==> config.mk <==
export PLATFORM = sky130hd
export DESIGN_NAME = mxs_path_ctrl
export DESIGN_NICKNAME = d
export VERILOG_FILES = /design/src/rtl/mxs_timer.v /design/src/rtl/mxs_path_ctrl.v
export VERILOG_INCLUDE_DIRS = /design/src /design/src/rtl
export SDC_FILE = /design/constraint.sdc
export NUM_CORES = 1
export LEC_CHECK = 0
export BUFFER_PORTS_ARGS = -buffer_cell sky130_fd_sc_hd__buf_2
export CORE_MARGIN = 3
export CORE_UTILIZATION = 45
export DETAILED_ROUTE_END_ITERATION = 12
export GPL_ROUTABILITY_DRIVEN = 0
export HOLD_SLACK_MARGIN = 0.1
export PLACE_DENSITY_LB_ADDON = 0.05
export SLEW_MARGIN = 20
export SYNTH_ARGS = -nofsm -noshare
export SYNTH_HDL_FRONTEND = slang
export SYNTH_SLANG_ARGS = --single-unit
==> constraint.sdc <==
create_clock -name core_clk -period 4.3 [get_ports core_clk]
set_clock_uncertainty 0.1 [all_clocks]
set_input_delay 0.43 -clock core_clk [delete_from_list [all_inputs] [get_ports core_clk]]
set_output_delay 0.43 -clock core_clk [all_outputs]
set_load 0.05 [all_outputs]
==> src/rtl/mxs_regs.vh <==
// register map, field positions and timing constants of the path controller
// assumes core_clk at 200 MHz; included by the controller files
//
// Contract
// - join two ports by asserting their select lines, pins 3 to 13
// - assert is ground on ground variants, logic high on logic-level
// - open a path by releasing ground or driving logic low
// - keep every select line but the chosen two deasserted; make-before-break keeps the old ports asserted beside them during the wait
// - hold selects asserted while the path must stay closed; no pulses
// - all selects off with open-all asserted opens every port
// - open-all may be tied asserted to open all ports at power-up
// - break-before-make drops the old port before asserting the new
// - make-before-break holds old port, waits 15 ms, then drops it
`ifndef MXS_REGS_VH
`define MXS_REGS_VH

`define MXS_ADDR_CTRL 4'h0
`define MXS_ADDR_PATH 4'h1
`define MXS_ADDR_STAT 4'h2
`define MXS_ADDR_IND 4'h3

`define MXS_CTRL_LOGIC 0
`define MXS_CTRL_MBB 1
`define MXS_CTRL_OPENALL 2
`define MXS_CTRL_NOOPENALL 3

`define MXS_STAT_BUSY 0
`define MXS_STAT_DONE 1
`define MXS_STAT_FAIL 2

`define MXS_SETTLE_MS 15
`define MXS_CLK_KHZ 200000
`define MXS_SETTLE_CYC (`MXS_SETTLE_MS * `MXS_CLK_KHZ)

`endif

==> src/rtl/mxs_timer.v <==
// settle timer: counts a load value down and pulses when it expires
// assumes one clock, synchronous active-high reset
module mxs_timer #(
   parameter CNT_W = 22
) (
   input wire core_clk,
   input wire sys_rst,
   input wire startPulse,
   input wire [CNT_W-1:0] loadValue,
   output wire expirePulse,
   output wire running
);
   reg [CNT_W-1:0] cnt_q;
   reg run_q;
   always @(posedge core_clk) begin
      if (sys_rst) begin
         cnt_q <= {CNT_W{1'b0}};
         run_q <= 1'b0;
      end else if (startPulse) begin
         cnt_q <= loadValue;
         run_q <= 1'b1;
      end else if (run_q) begin
         if (cnt_q <= {{(CNT_W-1){1'b0}}, 1'b1})
            run_q <= 1'b0;
         else
            cnt_q <= cnt_q - {{(CNT_W-1){1'b0}}, 1'b1};
      end
   end
   assign expirePulse = run_q && (cnt_q <= {{(CNT_W-1){1'b0}}, 1'b1});
   assign running = run_q;
endmodule // mxs_timer

==> src/rtl/mxs_path_ctrl.v <==
// host-side path controller for a six-port latching matrix switch
// assumes an Avalon-MM master, switch pins driven through level shifters
`include "mxs_regs.vh"
module mxs_path_ctrl #(
   parameter SETTLE_CYC = `MXS_SETTLE_CYC,
   parameter CNT_W = 22
) (
   input wire core_clk,
   input wire sys_rst,
   input wire [3:0] avs_address,
   input wire avs_read,
   input wire avs_write,
   input wire [31:0] avs_writedata,
   output reg [31:0] avs_readdata,
   output wire avs_waitrequest,
   output wire [5:0] selDrive,
   output wire openAllDrive,
   input wire [5:0] indClosed
);
   localparam S_IDLE = 4'b0001;
   localparam S_MAKE = 4'b0010;
   localparam S_WAIT = 4'b0100;
   localparam S_FIN = 4'b1000;

   reg [3:0] ctrl_q;
   reg [5:0] pathReq_q;
   reg [5:0] selAct_q;
   reg [5:0] target_q;
   reg [3:0] state_q;
   reg [3:0] state_d;
   reg done_q;
   reg fail_q;
   reg ack_q;
   reg [CNT_W-1:0] stableLen;
   wire timerStart;
   wire timerExpire;
   wire timerRun;
   wire logicLevel;
   wire [5:0] selActive;
   wire openAllAct;
   wire busy;
   wire pathWrite;

   // count of set bits; a path needs exactly two
   function [2:0] popCount;
      input [5:0] v;
      integer i;
      begin
         popCount = 3'h0;
         for (i = 0; i < 6; i = i + 1)
            popCount = popCount + {2'h0, v[i]};
      end
   endfunction

   assign logicLevel = ctrl_q[`MXS_CTRL_LOGIC];
   assign busy = (state_q != S_IDLE);
   // one-cycle wait state keeps read data registered
   assign avs_waitrequest = (avs_read || avs_write) && !ack_q;
   assign pathWrite = avs_write && ack_q
      && (avs_address == `MXS_ADDR_PATH);

   always @(posedge core_clk) begin
      if (sys_rst)
         ack_q <= 1'b0;
      else
         ack_q <= (avs_read || avs_write) && !ack_q;
   end

   always @(posedge core_clk) begin
      if (sys_rst) begin
         ctrl_q <= 4'h0;
         pathReq_q <= 6'h00;
         avs_readdata <= 32'h0000_0000;
      end else begin
         if (avs_write && ack_q && avs_address == `MXS_ADDR_CTRL)
            ctrl_q <= avs_writedata[3:0];
         // a request with other than zero or two ports is dropped
         if (pathWrite && !busy && popCount(avs_writedata[5:0]) == 3'h2)
            pathReq_q <= avs_writedata[5:0];
         if (pathWrite && !busy && avs_writedata[5:0] == 6'h00)
            pathReq_q <= 6'h00;
         if (avs_read && !ack_q) begin
            case (avs_address)
               `MXS_ADDR_CTRL: avs_readdata <= {28'h0, ctrl_q};
               `MXS_ADDR_PATH: avs_readdata <= {26'h0, selAct_q};
               `MXS_ADDR_STAT:
                  avs_readdata <= {29'h0, fail_q, done_q, busy};
               `MXS_ADDR_IND: avs_readdata <= {26'h0, indClosed};
               default: avs_readdata <= 32'h0000_0000;
            endcase
         end
      end
   end

   always @* begin
      state_d = state_q;
      case (state_q)
         S_IDLE: if (pathReq_q != selAct_q) state_d = S_MAKE;
         S_MAKE: state_d = S_WAIT;
         S_WAIT: if (timerExpire) state_d = S_FIN;
         S_FIN: state_d = S_IDLE;
         default: state_d = S_IDLE;
      endcase
   end

   assign timerStart = (state_q == S_MAKE);

   always @* begin
      stableLen = SETTLE_CYC[CNT_W-1:0];
   end

   always @(posedge core_clk) begin
      if (sys_rst) begin
         state_q <= S_IDLE;
         selAct_q <= 6'h00;
         target_q <= 6'h00;
         done_q <= 1'b0;
         fail_q <= 1'b0;
      end else begin
         state_q <= state_d;
         case (state_q)
            S_IDLE: if (pathReq_q != selAct_q) begin
               target_q <= pathReq_q;
               done_q <= 1'b0;
               fail_q <= 1'b0;
               if (ctrl_q[`MXS_CTRL_MBB])
                  selAct_q <= selAct_q | pathReq_q; // keep old
               else
                  selAct_q <= selAct_q & pathReq_q; // drop old
            end
            S_MAKE: if (!ctrl_q[`MXS_CTRL_MBB])
               selAct_q <= target_q; // new after old released
            S_WAIT: if (timerExpire)
               selAct_q <= target_q; // old dropped after wait
            S_FIN: begin
               done_q <= 1'b1;
               // indicators confirm closure
               // only the wanted ports: a port just dropped may still show
               fail_q <= ((indClosed & target_q) != target_q);
            end
            default: selAct_q <= selAct_q;
         endcase
      end
   end

   // 15 ms settle counted from the core clock
   mxs_timer #(.CNT_W(CNT_W)) uTimer (
      .core_clk(core_clk),
      .sys_rst(sys_rst),
      .startPulse(timerStart),
      .loadValue(stableLen),
      .expirePulse(timerExpire),
      .running(timerRun)
   );

   // levels held, never pulsed
   assign selActive = selAct_q;
   // active-low for ground-driven, active-high for logic-level
   // release is the inverse level
   assign selDrive = logicLevel ? selActive : ~selActive;
   // open-all only when no port selected and variant has it
   assign openAllAct = ctrl_q[`MXS_CTRL_OPENALL]
      && !ctrl_q[`MXS_CTRL_NOOPENALL] && (selActive == 6'h00);
   assign openAllDrive = logicLevel ? openAllAct : ~openAllAct;
endmodule // mxs_path_ctrl

==> flow_results.xml <==
<?xml version="1.0" encoding="UTF-8"?>
<metrics>
  <group name="sta">
    <metric name="worst_pin_slew" unit="ps">834</metric>
    <metric name="timing_hold_violations_final" unit="">0</metric>
    <metric name="period_minus_slack" unit="ps">2840</metric>
    <metric name="timing.slew.headroom" unit="%">43.9</metric>
    <metric name="finalSetupTns" unit="ps">0</metric>
    <metric name="finalSetupViolCount" unit="">0</metric>
    <metric name="rsz0062_at_grt" unit="">false</metric>
    <metric name="max_freq" unit="MHz">352</metric>
    <metric name="timing_max_transition_violations_final" unit="">0</metric>
    <metric name="final.period_utilization" unit="%">66.0</metric>
  </group>
  <group name="clock_tree">
    <metric name="cts.htree.levels" unit="">3</metric>
    <metric name="max-clock-path-buffers" unit="">2</metric>
    <metric name="post_cts_hold_buffer_count" unit="">0</metric>
    <metric name="postCtsResizedCells" unit="">0</metric>
    <metric name="clk_latency" unit="ps">340</metric>
    <metric name="tritoncts_clock_tree" unit="">built</metric>
    <metric name="post_cts.repair.setup_buffers" unit="">0</metric>
    <metric name="clock-sinks" unit="">58</metric>
    <metric name="clockRootBuffer" unit="">clkbuf_8</metric>
    <metric name="cts.reportedPaths.clkPinSlew" unit="ps">70</metric>
    <metric name="cts-buffers-inserted" unit="">9</metric>
  </group>
  <group name="power">
    <metric name="power.static_leakage" unit="nW">1.60</metric>
    <metric name="power.sequential.fraction" unit="%">44.3</metric>
    <metric name="vdd.ir_drop.worst" unit="uV">189</metric>
    <metric name="power.switching" unit="mW">0.316</metric>
    <metric name="clkPwrFrac" unit="%">46.2</metric>
    <metric name="switch_share" unit="%">25.9</metric>
    <metric name="p_comb_share" unit="%">9.4</metric>
    <metric name="power_density" unit="nW/um^2">325</metric>
    <metric name="cell_internal_pwr" unit="mW">0.903</metric>
    <metric name="design_power_total" unit="mW">1.22</metric>
  </group>
  <group name="yosys">
    <metric name="post_synth_xor_area_fraction" unit="%">5.15</metric>
    <metric name="ys_async_sr_fraction" unit="%">0</metric>
    <metric name="synth_compound_area_share" unit="%">12.0</metric>
    <metric name="synthAdderAreaFrac" unit="%">7.66</metric>
    <metric name="yosys.cell_types.count" unit="">44</metric>
    <metric name="synth.cell_area" unit="um^2">3400</metric>
    <metric name="synth-simple-area-share" unit="%">21.1</metric>
    <metric name="dominantRegCellSynth" unit="">dfxtp_1</metric>
    <metric name="main_combinational_cell_family_by_area_after_synthesis" unit="">simple AND/OR/NAND/NOR gates</metric>
    <metric name="synth.ff_latch_count" unit="">58</metric>
    <metric name="synth_area_leaders" unit="">dfxtp_1 34%, mux2i_1 7.1%, ha_1 5.9%, nor2_1 5.9%, buf_4 5.7%</metric>
    <metric name="yosys_warnings" unit="">0</metric>
    <metric name="post_synth_edffs" unit="">0</metric>
    <metric name="syn_inst" unit="">392</metric>
    <metric name="post_synth_most_frequent_cells" unit="">58 x dfxtp_1, 53 x nor2_1, 27 x inv_1</metric>
    <metric name="ys_seq_area_share" unit="%">34.2</metric>
    <metric name="synth_most_common_cell" unit="">dfxtp_1</metric>
    <metric name="synthesis.area_per_instance" unit="um^2">8.67</metric>
    <metric name="synth_top_area_share" unit="%">34.2</metric>
    <metric name="post_synth_mux_area_share" unit="%">9.06</metric>
    <metric name="synth_top_area_cell" unit="">dfxtp_1</metric>
  </group>
  <group name="global_route">
    <metric name="largest_net_degree_at_the_start_of_global_routing" unit="">47</metric>
    <metric name="antenna_violations_before_repair" unit="">0</metric>
    <metric name="grt.overflow.total" unit="">0</metric>
    <metric name="first_pass_grt_wire_length" unit="mm">12.4</metric>
    <metric name="grt_pass1_vias" unit="">2460</metric>
    <metric name="globalRouteTotalUtil" unit="%">18.3</metric>
  </group>
  <group name="finish">
    <metric name="layoutNonFillerInstCount" unit="">523</metric>
    <metric name="drive_gt1_share" unit="%">14.6</metric>
    <metric name="layout.nets" unit="">484</metric>
    <metric name="area_growth_syn_to_layout" unit="%">10.3</metric>
    <metric name="diode_insertion_count_for_antenna_repair" unit="">0</metric>
  </group>
  <group name="die">
    <metric name="num_io_pins" unit="">86</metric>
    <metric name="die_area" unit="um^2">8630</metric>
    <metric name="die_w" unit="um">92.9</metric>
    <metric name="number_of_placement_rows" unit="">31</metric>
    <metric name="die_height" unit="um">92.9</metric>
    <metric name="fp.coreArea" unit="um^2">7290</metric>
    <metric name="initial_core_util" unit="%">46.6</metric>
  </group>
  <group name="run">
    <metric name="max_cap_viol_count" unit="">0</metric>
  </group>
  <group name="setup_path">
    <metric name="cpPeakStageDelay" unit="ps">660</metric>
    <metric name="path_max_fanout" unit="">7</metric>
    <metric name="regToRegSetupSlack" unit="ps">1460</metric>
    <metric name="worstReg2RegStart" unit="">uTimer.cnt_q[6]$_SDFFE_PP0P_</metric>
    <metric name="timing.rr.end" unit="">uTimer.cnt_q[19]$_SDFFE_PP0P_</metric>
    <metric name="critPathArrivalTime" unit="ps">3000</metric>
    <metric name="worst_path_most_repeated_cell" unit="">or4_1</metric>
    <metric name="r2r.worst_path.cells" unit="">5</metric>
    <metric name="worst_setup_path_start_kind" unit="">flip-flop</metric>
    <metric name="slowest_stage" unit="">nor4_1</metric>
    <metric name="endpoint_kind" unit="">flip-flop</metric>
    <metric name="timing.setup.critical_path_class" unit="">reg -&gt; reg</metric>
    <metric name="worst_path_cell_chain" unit="">or4_1 &gt; nor4_1 &gt; o2111ai_1 &gt; or4_1 &gt; a31oi_1</metric>
    <metric name="cp_data_required_time" unit="ps">4460</metric>
  </group>
  <group name="place">
    <metric name="place.detailed.instances" unit="">507</metric>
    <metric name="io_buffer_count" unit="">33</metric>
    <metric name="dpl.hpwl" unit="mm">5.56</metric>
  </group>
  <group name="detailed_routing">
    <metric name="routed_wl" unit="mm">7.47</metric>
    <metric name="detail_routed_net_length_per_standard_cell" unit="um">14.3</metric>
    <metric name="avgViaCountPerCell" unit="">5.32</metric>
    <metric name="drcViolationCount" unit="">0</metric>
    <metric name="routed-via-count" unit="">2783</metric>
    <metric name="drt_iter0_markers" unit="">155</metric>
    <metric name="antenna_left" unit="">0</metric>
    <metric name="drtPass1Iterations" unit="">4</metric>
  </group>
  <group name="min_path">
    <metric name="hp-class" unit="">in -&gt; reg</metric>
    <metric name="hold_depth" unit="">3</metric>
    <metric name="hold_sp" unit="">avs_writedata[5]</metric>
    <metric name="timing.hold.worst_endpoint" unit="">pathReq_q[5]$_SDFFE_PP0P_</metric>
  </group>
  <group name="run_status">
    <metric name="outcome" unit="">complete, no violations</metric>
  </group>
</metrics>
sequential cells by signal, indices dropped and copies added, names as in the netlist:
name / cells
target_q: 6
state_q: 4
pathReq_q: 6
ctrl_q: 4
fail_q: 1
ack_q: 1
uTimer.running: 1
selAct_q: 6
done_q: 1
avs_readdata: 6
uTimer.cnt_q: 22
cells in the final DEF, fill, tap and decap left out, types with 2 or more instances in the layout:
cell and n:
mux2i_1 24, ha_1 16, conb_1 26, a31o_2 2, nor2_1 53, o31ai_1 12
nand2b_1 6, bufinv_16 2, dfxtp_1 58, xnor2_1 8, nor3_1 5, a21oi_1 22
a31oi_1 5, o211ai_1 3, a22oi_1 4, inv_1 27, nor4b_1 4, mux4_2 3
nand2_1 9, xor2_1 12, buf_2 33, fa_1 3, o21ai_0 9, nand4_1 5
o2111ai_1 2, or3_1 6, or4b_2 4, nand3_1 7, clkinv_2 2, buf_4 2
or4_1 18, nor4_1 9, clkbuf_8 10
power groups by stage:
stage	Clock (mW)	Combinational (mW)	Sequential (mW)
after floorplan	0	0.111	0.554
after global placement	0	0.114	0.553
after detailed placement	0	0.115	0.553
after CTS	0.575	0.115	0.540
after global routing	0.603	0.125	0.540
final	0.564	0.115	0.540
worst max-delay path: cells and delay by family (launching register included):
kind | cells | cell delay [ps]
simple gates | 3 | 1750
compound gates | 2 | 540
flops | 1 | 360
worst max path at each step:
stage,startpoint,end,slack [ps]
3_3_place_gp,avs_writedata[0],pathReq_q[3]$_SDFFE_PP0P_,1130
4_1_cts,uTimer.cnt_q[6]$_SDFFE_PP0P_,uTimer.cnt_q[19]$_SDFFE_PP0P_,1460
5_1_grt,uTimer.cnt_q[6]$_SDFFE_PP0P_,uTimer.cnt_q[19]$_SDFFE_PP0P_,1220
3_5_place_dp,avs_writedata[0],pathReq_q[3]$_SDFFE_PP0P_,1110
2_1_floorplan,avs_writedata[0],pathReq_q[0]$_SDFFE_PP0P_,1070
6_report,uTimer.cnt_q[6]$_SDFFE_PP0P_,uTimer.cnt_q[19]$_SDFFE_PP0P_,1460
logic make-up (layout without fill, tap and decap cells):
group / count (synthesis) / count (layout)
and+or+nand+nor: 131 / 131
AOI/OAI and AO/OA: 65 / 65
xor gates and xnor gates: 20 / 20
muxes: 27 / 27
DFF: 58 / 58
buffers and inverters: 71 / 78
other: 1 / 26
adders and majority gates: 19 / 19
area by class of cell:
class	count	area, um^2
clock buffer	11	141
clock inverter	5	77.6
fill	729	3540
inverter	27	101
multi-input combinational	288	1960
sequential	58	1160
tap	99	124
timing repair buffer	35	180
stage by stage:
| step | cell area (um^2) | utilization, % | hold slack [ps] | worst slack [ps] |
|---|---|---|---|---|
| 2_1_floorplan | 3490 | - | 331 | 1070 |
| 3_3_place_gp | 3530 | 48.4 | 344 | 1130 |
| 3_5_place_dp | 3530 | 48.4 | 349 | 1110 |
| 4_1_cts | 3750 | 51.4 | 260 | 1460 |
| 5_1_grt | 3750 | 51.4 | 299 | 1220 |
| 6_report | 3750 | 51.4 | 266 | 1460 |
layer usage:
| layer | part of all wire (%) | vias to the layer above | GRT usage (%) |
|---|---|---|---|
| met1 | 52 | 1307 | 27.5 |
| met2 | 40 | 66 | 25.1 |
| met3 | 5.7 | 11 | 3.90 |
| met5 | 0 | - | 0 |
| met4 | 1.6 | 0 | 7.33 |
| li1 | - | 1399 | - |
(Power assumes the default switching activity.)
